--- src/adc_conversion_output_timing.sv ---
`timescale 1ns/1ps
`default_nettype none

// Shared constants, types and cycle arithmetic for the converter control.
package adc_timing_pkg;

	localparam int CLK_PERIOD_NS = 100;
	localparam int RESULT_BITS   = 14;
	localparam int FIFO_WORDS    = 16;

	// Longest busy and conversion times per mode.
	localparam int CONV_MAX_NS_FAST   = 850;
	localparam int CONV_MAX_NS_NORMAL = 1100;
	localparam int CONV_MAX_NS_LOW    = 1350;
	// Frame sync delays after the start edge.
	localparam int SYNC_RDC_NS_FAST   = 50;
	localparam int SYNC_RDC_NS_NORMAL = 290;
	localparam int SYNC_RDC_NS_LOW    = 530;
	localparam int SYNC_RAC_NS_FAST   = 710;
	localparam int SYNC_RAC_NS_NORMAL = 950;
	localparam int SYNC_RAC_NS_LOW    = 1190;
	// Serial framing margins.
	localparam int SYNC_LEAD_MIN_NS   = 20;
	localparam int SYNC_HOLD_MIN_NS   = 90;
	localparam int BUSY_TAIL_NS       = 25;

	function automatic int cyc_floor(input int ns);
		cyc_floor = (ns / CLK_PERIOD_NS < 1) ? 1 : ns / CLK_PERIOD_NS;
	endfunction : cyc_floor

	function automatic int cyc_ceil(input int ns);
		cyc_ceil = ((ns + CLK_PERIOD_NS - 1) / CLK_PERIOD_NS < 1) ? 1
			: (ns + CLK_PERIOD_NS - 1) / CLK_PERIOD_NS;
	endfunction : cyc_ceil

	localparam logic [7:0] CONV_CYC_FAST   = 8'(cyc_floor(CONV_MAX_NS_FAST));
	localparam logic [7:0] CONV_CYC_NORMAL = 8'(cyc_floor(CONV_MAX_NS_NORMAL));
	localparam logic [7:0] CONV_CYC_LOW    = 8'(cyc_floor(CONV_MAX_NS_LOW));
	localparam logic [7:0] RDC_CYC_FAST    = 8'(cyc_floor(SYNC_RDC_NS_FAST));
	localparam logic [7:0] RDC_CYC_NORMAL  = 8'(cyc_floor(SYNC_RDC_NS_NORMAL));
	localparam logic [7:0] RDC_CYC_LOW     = 8'(cyc_floor(SYNC_RDC_NS_LOW));
	localparam logic [7:0] RAC_CYC_FAST    = 8'(cyc_floor(SYNC_RAC_NS_FAST));
	localparam logic [7:0] RAC_CYC_NORMAL  = 8'(cyc_floor(SYNC_RAC_NS_NORMAL));
	localparam logic [7:0] RAC_CYC_LOW     = 8'(cyc_floor(SYNC_RAC_NS_LOW));
	localparam logic [3:0] LEAD_CYC        = 4'(cyc_ceil(SYNC_LEAD_MIN_NS));
	localparam logic [3:0] HOLD_CYC        = 4'(cyc_ceil(SYNC_HOLD_MIN_NS));
	localparam logic [3:0] TAIL_CYC        = 4'(cyc_floor(BUSY_TAIL_NS));
	localparam logic [3:0] LAST_BIT        = 4'(RESULT_BITS - 1);

	typedef enum logic [1:0] {MODE_NORMAL, MODE_LOW_POWER, MODE_FAST} conv_mode_t;
	typedef enum logic [1:0] {C_IDLE, C_CONV, C_READ} conv_state_t;
	typedef enum logic [1:0] {S_IDLE, S_LEAD, S_SHIFT, S_HOLD} ser_state_t;

	typedef struct packed {
		conv_state_t            conv;
		ser_state_t             ser;
		conv_mode_t             mode;
		logic                   rac;
		logic [1:0]             div;
		logic [1:0]             fdiv;
		logic [7:0]             cnt;
		logic                   started;
		logic                   cnv_prev;
		logic                   req_prev;
		logic                   busy;
		logic [RESULT_BITS-1:0] par_data;
		logic                   par_oe_n;
		logic [RESULT_BITS-1:0] shreg;
		logic [3:0]             bit_idx;
		logic [3:0]             tick_cnt;
		logic [3:0]             phase_cnt;
		logic                   sync;
		logic                   sclk;
		logic                   sdo;
		logic                   ser_oe_n;
	} ctrl_t;

	localparam ctrl_t CTRL_RESET = '{conv: C_IDLE, ser: S_IDLE, mode: MODE_NORMAL,
		rac: 1'b0, div: 2'h0, fdiv: 2'h0, cnt: 8'h00, started: 1'b0, cnv_prev: 1'b1,
		req_prev: 1'b0, busy: 1'b0, par_data: '0, par_oe_n: 1'b1, shreg: '0,
		bit_idx: 4'h0, tick_cnt: 4'h0, phase_cnt: 4'h0, sync: 1'b0, sclk: 1'b0,
		sdo: 1'b0, ser_oe_n: 1'b1};

	function automatic logic [7:0] conv_cycles(input conv_mode_t m);
		unique case (m)
			MODE_FAST:      conv_cycles = CONV_CYC_FAST;
			MODE_LOW_POWER: conv_cycles = CONV_CYC_LOW;
			MODE_NORMAL:    conv_cycles = CONV_CYC_NORMAL;
		endcase
	endfunction : conv_cycles

	function automatic logic [7:0] rdc_cycles(input conv_mode_t m);
		unique case (m)
			MODE_FAST:      rdc_cycles = RDC_CYC_FAST;
			MODE_LOW_POWER: rdc_cycles = RDC_CYC_LOW;
			MODE_NORMAL:    rdc_cycles = RDC_CYC_NORMAL;
		endcase
	endfunction : rdc_cycles

	function automatic logic [7:0] rac_cycles(input conv_mode_t m);
		unique case (m)
			MODE_FAST:      rac_cycles = RAC_CYC_FAST;
			MODE_LOW_POWER: rac_cycles = RAC_CYC_LOW;
			MODE_NORMAL:    rac_cycles = RAC_CYC_NORMAL;
		endcase
	endfunction : rac_cycles

endpackage : adc_timing_pkg

module adc_conversion_output_timing
(
	// Clock and reset.
	input  wire logic        clock,
	input  wire logic        sys_rst,
	// Conversion control.
	input  wire logic        convert_start_n,
	input  wire logic        fastest_select,
	input  wire logic        low_power_select,
	input  wire logic [13:0] conv_result,
	output logic             busy,
	// Parallel port.
	input  wire logic        cs_n,
	input  wire logic        rd_n,
	output logic [13:0]      par_data_out,
	output logic             par_data_oe_n,
	// Master serial port.
	input  wire logic        serial_mode,
	input  wire logic        read_after_convert,
	input  wire logic [1:0]  serial_clock_divider,
	output logic             frame_sync_out,
	output logic             frame_sync_oe_n,
	output logic             serial_data_clock,
	output logic             serial_data_clock_oe_n,
	output logic             serial_result_out,
	output logic             serial_result_oe_n
);

	adc_timing_pkg::ctrl_t      r;
	adc_timing_pkg::ctrl_t      n;
	adc_timing_pkg::conv_mode_t mode_sel;
	logic                       par_req;
	logic                       start;
	logic                       capture;
	logic                       frame_go;
	logic                       fifo_push;
	logic                       fifo_pop;
	logic                       fifo_in_ready;
	logic                       fifo_out_valid;
	logic [13:0]                fifo_out_data;
	logic [3:0]                 half_last;

	// Mode from the two select levels; both high is treated as normal.
	assign mode_sel = (fastest_select && !low_power_select) ? adc_timing_pkg::MODE_FAST
		: (low_power_select && !fastest_select) ? adc_timing_pkg::MODE_LOW_POWER
		: adc_timing_pkg::MODE_NORMAL;
	assign par_req   = !cs_n && !rd_n && !serial_mode;
	assign half_last = 4'((1 << r.fdiv) - 1);

	// Finished results queue here for the serial engine; each parallel read pops one, while par_data_out shows the latest result.
	result_fifo #(
		.WIDTH (adc_timing_pkg::RESULT_BITS),
		.DEPTH (adc_timing_pkg::FIFO_WORDS)
	) result_fifo_inst (
		.clock     (clock),
		.sys_rst   (sys_rst),
		.in_valid  (fifo_push),
		.in_ready  (fifo_in_ready),
		.in_data   (conv_result),
		.out_valid (fifo_out_valid),
		.out_ready (fifo_pop),
		.out_data  (fifo_out_data)
	);

	// Conversion sequencer, parallel port and serial framer in one next-state process.
	always_comb
	begin
		n          = r;
		fifo_push  = 1'b0;
		fifo_pop   = 1'b0;
		capture    = 1'b0;
		n.cnv_prev = convert_start_n;
		n.req_prev = par_req;
		n.par_oe_n = !par_req;
		n.ser_oe_n = !(serial_mode && !cs_n);
		// A start while busy or with the buffer full is ignored, which also
		// shields the core from starts closer than the minimum spacing.
		start = r.cnv_prev && !convert_start_n && (r.conv == adc_timing_pkg::C_IDLE)
			&& fifo_in_ready;
		unique case (r.conv)
			adc_timing_pkg::C_IDLE:
			begin
				if (start)
				begin
					n.conv    = adc_timing_pkg::C_CONV;
					n.cnt     = 8'h01;
					n.busy    = 1'b1;
					n.mode    = mode_sel;
					n.rac     = serial_mode && read_after_convert;
					n.div     = (serial_mode && read_after_convert) ? serial_clock_divider : 2'h0;
					n.started = 1'b0;
				end
			end
			adc_timing_pkg::C_CONV:
			begin
				n.cnt = r.cnt + 8'h01;
				if (r.rac)
				begin
					if (r.cnt == adc_timing_pkg::rac_cycles(r.mode))
					begin
						capture = 1'b1;
						n.conv  = adc_timing_pkg::C_READ;
					end
				end
				else
				begin
					// Result lands one cycle before busy falls.
					if (r.cnt == adc_timing_pkg::conv_cycles(r.mode) - 8'h01)
						capture = 1'b1;
					if (r.cnt == adc_timing_pkg::conv_cycles(r.mode))
					begin
						n.busy = 1'b0;
						n.conv = adc_timing_pkg::C_IDLE;
					end
				end
			end
			adc_timing_pkg::C_READ:
			begin
				// Busy drops the cycle after the frame has closed.
				if (r.started && (r.ser == adc_timing_pkg::S_IDLE))
				begin
					n.busy = 1'b0;
					n.conv = adc_timing_pkg::C_IDLE;
				end
			end
			default:
			begin
				n.conv = adc_timing_pkg::C_IDLE;
			end
		endcase
		if (capture)
		begin
			n.par_data = conv_result;
			fifo_push  = 1'b1;
		end
		// Frame launch: previous result during conversion, or this one after it.
		frame_go = serial_mode && fifo_out_valid && (r.ser == adc_timing_pkg::S_IDLE)
			&& (((r.conv == adc_timing_pkg::C_CONV) && !r.rac
			&& (r.cnt == adc_timing_pkg::rdc_cycles(r.mode)))
			|| ((r.conv == adc_timing_pkg::C_READ) && !r.started));
		// A parallel reader consumes the queued word when it releases the bus.
		if (!serial_mode && r.req_prev && !par_req && fifo_out_valid)
			fifo_pop = 1'b1;
		unique case (r.ser)
			adc_timing_pkg::S_IDLE:
			begin
				if (frame_go)
				begin
					fifo_pop    = 1'b1;
					n.shreg     = fifo_out_data;
					n.sdo       = fifo_out_data[13];
					n.sync      = 1'b1;
					n.sclk      = 1'b0;
					n.bit_idx   = 4'h0;
					n.tick_cnt  = 4'h0;
					n.phase_cnt = 4'h1;
					n.fdiv      = r.div;
					n.ser       = adc_timing_pkg::S_LEAD;
					if (r.conv == adc_timing_pkg::C_READ)
						n.started = 1'b1;
				end
			end
			adc_timing_pkg::S_LEAD:
			begin
				// Clock stays low while sync leads.
				n.phase_cnt = r.phase_cnt + 4'h1;
				if (r.phase_cnt >= adc_timing_pkg::LEAD_CYC)
					n.ser = adc_timing_pkg::S_SHIFT;
			end
			adc_timing_pkg::S_SHIFT:
			begin
				if (r.tick_cnt == half_last)
				begin
					n.tick_cnt = 4'h0;
					if (!r.sclk)
					begin
						n.sclk = 1'b1;
					end
					else
					begin
						n.sclk = 1'b0;
						if (r.bit_idx == adc_timing_pkg::LAST_BIT)
						begin
							n.ser       = adc_timing_pkg::S_HOLD;
							n.phase_cnt = 4'h1;
						end
						else
						begin
							n.shreg   = {r.shreg[12:0], 1'b0};
							n.sdo     = r.shreg[12];
							n.bit_idx = r.bit_idx + 4'h1;
						end
					end
				end
				else
				begin
					n.tick_cnt = r.tick_cnt + 4'h1;
				end
			end
			adc_timing_pkg::S_HOLD:
			begin
				// Sync outlasts the last falling clock edge.
				n.phase_cnt = r.phase_cnt + 4'h1;
				if (r.phase_cnt >= adc_timing_pkg::HOLD_CYC)
				begin
					n.sync = 1'b0;
					n.ser  = adc_timing_pkg::S_IDLE;
				end
			end
		endcase
	end

	// State register.
	always_ff @(posedge clock)
	begin
		if (sys_rst)
			r <= adc_timing_pkg::CTRL_RESET;
		else
			r <= n;
	end

	// Outputs straight from the state flops.
	assign busy                   = r.busy;
	assign par_data_out           = r.par_data;
	assign par_data_oe_n          = r.par_oe_n;
	assign frame_sync_out         = r.sync;
	assign frame_sync_oe_n        = r.ser_oe_n;
	assign serial_data_clock      = r.sclk;
	assign serial_data_clock_oe_n = r.ser_oe_n;
	assign serial_result_out      = r.sdo;
	assign serial_result_oe_n     = r.ser_oe_n;

	// Busy run length, read only by the checks below.
	logic [7:0] busy_run_reg;
	always_ff @(posedge clock)
	begin
		if (sys_rst)
			busy_run_reg <= 8'h00;
		else
			busy_run_reg <= r.busy ? busy_run_reg + 8'h01 : 8'h00;
	end
endmodule : adc_conversion_output_timing

`default_nettype wire

--- src/result_fifo.sv ---
`timescale 1ns/1ps
`default_nettype none

// Result buffer between the converter core and the readout ports.
// The head word sits in a register in front of the memory, so the reader
// always sees registered data and a word that arrives at an empty buffer
// is visible one cycle later.
module result_fifo
#(
	parameter int WIDTH = 14,
	parameter int DEPTH = 16
)
(
	// Clock and reset.
	input  wire logic             clock,
	input  wire logic             sys_rst,
	// Filling side.
	input  wire logic             in_valid,
	output logic                  in_ready,
	input  wire logic [WIDTH-1:0] in_data,
	// Draining side.
	output logic                  out_valid,
	input  wire logic             out_ready,
	output logic [WIDTH-1:0]      out_data
);

	localparam int AW = $clog2(DEPTH);
	localparam int CW = $clog2(DEPTH + 1);

	typedef struct packed {
		logic [AW-1:0]    wp;
		logic [AW-1:0]    rp;
		logic [CW-1:0]    count;
		logic             head_valid;
		logic [WIDTH-1:0] head_data;
	} fifo_state_t;

	fifo_state_t      state_reg;
	fifo_state_t      state_next;
	logic [WIDTH-1:0] mem [DEPTH];
	logic             mem_write;

	// The memory is full when it holds DEPTH words; the head register adds one more slot.
	assign in_ready  = (state_reg.count != CW'(DEPTH));
	assign out_valid = state_reg.head_valid;
	assign out_data  = state_reg.head_data;

	// Refill the head from memory first, so words leave in arrival order.
	always_comb
	begin
		state_next = state_reg;
		mem_write  = in_valid && in_ready;
		if (!state_reg.head_valid || out_ready)
		begin
			if (state_reg.count != '0)
			begin
				state_next.head_data  = mem[state_reg.rp];
				state_next.head_valid = 1'b1;
				state_next.rp         = state_reg.rp + 1'b1;
				state_next.count      = state_reg.count - CW'(1);
			end
			else if (mem_write)
			begin
				state_next.head_data  = in_data;
				state_next.head_valid = 1'b1;
				mem_write             = 1'b0;
			end
			else
			begin
				state_next.head_valid = 1'b0;
			end
		end
		if (mem_write)
		begin
			state_next.wp    = state_reg.wp + 1'b1;
			state_next.count = state_next.count + CW'(1);
		end
	end

	// Storage array carries no reset; only its pointers, count and head register do.
	always_ff @(posedge clock)
	begin
		if (mem_write)
			mem[state_reg.wp] <= in_data;
	end

	// State register.
	always_ff @(posedge clock)
	begin
		if (sys_rst)
			state_reg <= '0;
		else
			state_reg <= state_next;
	end

endmodule : result_fifo

`default_nettype wire

--- config.mk ---
export PLATFORM = sky130hd
export DESIGN_NAME = adc_conversion_output_timing
export DESIGN_NICKNAME = d
export VERILOG_FILES = /design/src/adc_conversion_output_timing.sv /design/src/result_fifo.sv
export SDC_FILE = /design/constraint.sdc
export NUM_CORES = 1
export LEC_CHECK = 0
export ABC_CLOCK_PERIOD_IN_PS = 4500
export BUFFER_PORTS_ARGS = -buffer_cell sky130_fd_sc_hd__buf_4
export CAP_MARGIN = 20
export CORE_MARGIN = 4
export CORE_UTILIZATION = 40
export DETAILED_ROUTE_END_ITERATION = 8
export GPL_TIMING_DRIVEN = 0
export PLACE_DENSITY = 0.63
export RECOVER_POWER = 25
export REMOVE_ABC_BUFFERS = 1
export SLEW_MARGIN = 0
export SYNTH_ARGS = -nofsm -noshare
export SYNTH_HDL_FRONTEND = slang
export SYNTH_HIERARCHICAL = 1
export SYNTH_SLANG_ARGS = --single-unit
--- constraint.sdc ---
create_clock -name clock -period 4.5 [get_ports clock]
set_clock_uncertainty 0.15 [all_clocks]
set_input_delay 0.675 -clock clock [delete_from_list [all_inputs] [get_ports clock]]
set_output_delay 0.675 -clock clock [all_outputs]
set_load 0.02 [all_outputs]
==> results.txt <==
The run finished with clean final reports. The maximum clock frequency came out at 236 MHz. The final weighted congestion in routability-driven placement came out at 0.771. The count of final setup violators came out at 0. The CTS sink count came out at 323. The detail-routed via count per cell is 5.40.

The hold buffer count at cts came out at 0. The register name with the most flops is result_fifo_inst/mem. The worst flop-to-flop path endpoint is result_fifo_inst/mem[11][9]$_DFFE_PP_. The multiplexer fraction of the synthesized cell area came out at 0.115. The synthesized design spends more area on one cell type than any other, namely sky130_fd_sc_hd__edfxtp_1. The largest vdd supply drop came out at 0.000276 V. The number of enable-type register cells in the synthesized netlist came out at 224.

The number of rows in the core area is 67. Relative to the synthesized area, the layout overhead comes to 13.0%. The required time at the worst-slack endpoint came out at 4.47 ns. The initial antenna violation count came out at 0. In this run the most critical hold path is launched from convert_start_n. The sum of negative setup slack came out at 0 ns. The clock-pin slew on the worst setup and hold paths came out at 0.06 ns. The proportion of synthesized chip area in sequential cells is 0.630.

The number of filler instances in the final layout is 2974. Detailed routing inserted a total of 8038 vias. The smallest clock period supported by the final layout is computed as 4.24 ns.

The placeable core region came out at 0.0338 mm^2. The tree is rooted in a sky130_fd_sc_hd__clkbuf_16. STA classifies the critical path endpoint as a register. For this run, the total global-route usage over all layers was measured as 0.153.

The fraction of final layout cells sized beyond drive strength 1 came out at 0.166. The actual transition at the worst max-transition pin came out at 1.07 ns. The final max-slew violation count is 0. The final number of hold-violating endpoints is 0. The die area came out at 0.0376 mm^2. The final cycle utilization of the critical path came out at 0.942. The count of unique library cells instantiated by Yosys is 70. The worst hold path belongs to the class in2reg. The delay of the slowest critical-path stage came out at 0.80 ns. The critical path is of the reg2reg type. The relative slew slack came out at 0.290. After detailed routing, the total wire length is 29100 um. The tool flagged a number of max-cap violations equal to 0. The number of buffers on the longest clock path came out at 3. The power density over the cells is 496 mW/mm^2. The number of DRC markers in iteration 0 is 496.

Leaving out fill and tap cells, the most frequent cells in the layout are 224 x sky130_fd_sc_hd__edfxtp_1, 97 x sky130_fd_sc_hd__dfxtp_1, 80 x sky130_fd_sc_hd__nand2_1, 71 x sky130_fd_sc_hd__nor2_1, 62 x sky130_fd_sc_hd__mux2i_1. The count of TritonRoute iterations in the first routing pass came out at 5. The die boundary width came out at 194 um. The number of remaining DRC errors came out at 0.

The number of global-route vias before repair came out at 7928. Counting flops and latches in the post-synthesis netlist gives 323. The path with the worst hold slack has its endpoint at r[47]$_SDFF_PP1_.

The HPWL reported at the end of detailed placement came out at 18200 um. Walking the worst path, the cells encountered are or4_4 -> nor4_1 -> o21ai_2 -> inv_1 -> o21a_2 -> nand2_1 -> nor2_2. The average routed wire per standard cell came out at 19.6 um.

The remaining antenna violation count after routing is 0. The number of instances in the synthesized netlist is 998. The slack of the worst reg-to-reg path is 0.26 ns.

For the worst setup path, the data arrival time is 4.21 ns. The share of flip-flops with an asynchronous set or reset after synthesis came out at 0. The starting utilization of the core area came out at 0.409.

The pin count of the biggest net entering global routing came out at 94. The depth of the most critical reg-to-reg path is 7. The beginning of the worst register-to-register path is r[53]$_SDFFE_PP0P_.

The register with the most flip-flops in the layout has 224 of them. The share of the synthesized area in compound gates (AO/OA/AOI/OAI) came to 0.0741. After the last flow step, the layout net total stands at 1062.

After synthesis, the mean cell area works out to 13.9 um^2. By area, the combinational part of the netlist is dominated by multiplexers. Of the post-synthesis cell area, the dominant cell type holds 0.486. In the final layout, the registers with the most flip-flops are result_fifo_inst/mem: 224 flops, r: 47 flops.

Counting instances, the worst hold path has a depth of 2. The share of the synthesized netlist area taken by xor and xnor gates came out at 0.0120. The leakage component of the power is 0.00514 uW. Grouping stages by cell kind, the critical path spends the most delay in simple AND/OR/NAND/NOR gates.

The vertical die dimension is 194 um. The worst setup path is launched from a register. The maximum fanout count along the critical path came out at 18.

The post-synthesis share of cell area spent on full adders, half adders and majority gates came out at 0.0208. The later pin in the worst-skew pair is clocked with a latency of 0.51 ns. CTS built an H-tree with a depth of 2.

The global-route wire length before repair is 45900 um. The share of synthesized cell area in and, or, nand and nor gates came out at 0.102. Leaving out fill and tap cells, the most frequent cell in the layout is sky130_fd_sc_hd__edfxtp_1. TritonCTS built the clock tree. By area the synthesized netlist is led by sky130_fd_sc_hd__edfxtp_1 49%, sky130_fd_sc_hd__dfxtp_1 14%, sky130_fd_sc_hd__mux4_2 5.9%, sky130_fd_sc_hd__mux2i_1 4.5%, sky130_fd_sc_hd__nor2_1 2.2%.

The summed instance area of the synthesized netlist is 0.0138 mm^2. The total overflow reported by the global router came out at 0. The Yosys step of the flow raised 6 warnings. The critical-path cell with the highest stage delay is sky130_fd_sc_hd__nor2_2. The number of buffers added by the clock tree synthesis step came out at 36. The count of antenna diodes in the layout came out at 0.

The number of buffer cells added on primary ports is 46. Counting both buffers and inverters, the worst setup path holds a total of 1. In the synthesized netlist the dominant register cell turns out to be sky130_fd_sc_hd__edfxtp_1. The total power of the final layout is 7750 uW. Pin placement for this block handled 47 I/O pins. Setup repair after global routing could not meet its margin everywhere.
report_power, final:
| part | internal [uW] | total [uW] | leakage, uW | switching (uW) |
|---|---|---|---|---|
| combinational | 625 | 1470 | 0.00177 | 847 |
| sequential | 3290 | 3440 | 0.00282 | 150 |
| clock | 1710 | 2840 | 0.000557 | 1120 |
routing by layer:
metal	GRT usage	vias to the layer above	wire, um
met2	0.256	195	14200
met4	0.0346	0	506
met5	0	-	0
met1	0.211	4013	13000
met3	0.0252	42	1450
li1	-	3788	-
kinds of logic after synthesis:
group / after synthesis
buffers and inverters: 106
DFF: 323
muxes: 104
AOI/OAI and AO/OA: 146
xor gates and xnor gates: 19
adders and majority gates: 23
and+or+nand+nor: 277
per-stage QoR:
stage | util | hold slack (ns) | setup slack [ns] | std cells | instance area [um^2]
after detailed placement | 0.428 | 0.297 | -0.132 | 1423 | 14500
after floorplan | - | 0.275 | 0.264 | 912 | 13300
after global routing | 0.462 | 0.206 | -0.0194 | 1489 | 15600
after global placement | 0.419 | 0.291 | -1.80 | 1406 | 14200
after CTS | 0.463 | 0.199 | 0.0986 | 1488 | 15600
final | 0.462 | 0.218 | 0.261 | 1489 | 15600
how the worst max path moves through the flow:
stage / startpoint / end / slack, ns / cells after the start
6_report: r[53]$_SDFFE_PP0P_ / result_fifo_inst/mem[11][9]$_DFFE_PP_ / 0.26 / 7
5_1_grt: r[63]$_SDFFE_PP0P_ / result_fifo_inst/mem[11][10]$_DFFE_PP_ / -0.02 / 9
4_1_cts: r[53]$_SDFFE_PP0P_ / result_fifo_inst/mem[11][10]$_DFFE_PP_ / 0.1 / 7
3_5_place_dp: r[63]$_SDFFE_PP0P_ / result_fifo_inst/mem[0][7]$_DFFE_PP_ / -0.13 / 10
3_3_place_gp: r[53]$_SDFFE_PP0P_ / result_fifo_inst/mem[0][7]$_DFFE_PP_ / -1.80 / 7
2_1_floorplan: r[53]$_SDFFE_PP0P_ / result_fifo_inst/mem[3][0]$_DFFE_PP_ / 0.26 / 7
timing repair:
action | CTS | global route
setup buffers | 0 | 0
endpoints found under the setup margin | 120 | 140
cloned | 0 | 0
resized for setup | 4 | 2
synth_stat cells, types with 11 or more instances:
library cell	number
sky130_fd_sc_hd__edfxtp_1	224
sky130_fd_sc_hd__inv_1	20
sky130_fd_sc_hd__nand2_1	80
sky130_fd_sc_hd__nor2_1	81
sky130_fd_sc_hd__a221oi_1	14
sky130_fd_sc_hd__mux2i_1	62
sky130_fd_sc_hd__a211o_1	14
sky130_fd_sc_hd__nand4_1	24
sky130_fd_sc_hd__mux4_2	36
sky130_fd_sc_hd__a211oi_1	18
sky130_fd_sc_hd__dfxtp_1	99
sky130_fd_sc_hd__nand2b_1	22
sky130_fd_sc_hd__clkbuf_1	32
sky130_fd_sc_hd__buf_4	32
sky130_fd_sc_hd__xor2_1	11
sky130_fd_sc_hd__ha_1	23
sky130_fd_sc_hd__a21oi_1	54
area by class of cell:
cell class	count	area, um^2	share of cell area
clock inverters	17	160	0.0103
multi-input cells	569	4560	0.292
well taps	448	561	0.0359
flip-flops and latches	323	8710	0.558
inverters	20	75.1	0.00481
repair buffers	64	559	0.0358
clock buffers	48	987	0.0632
(Power assumes the default switching activity.)
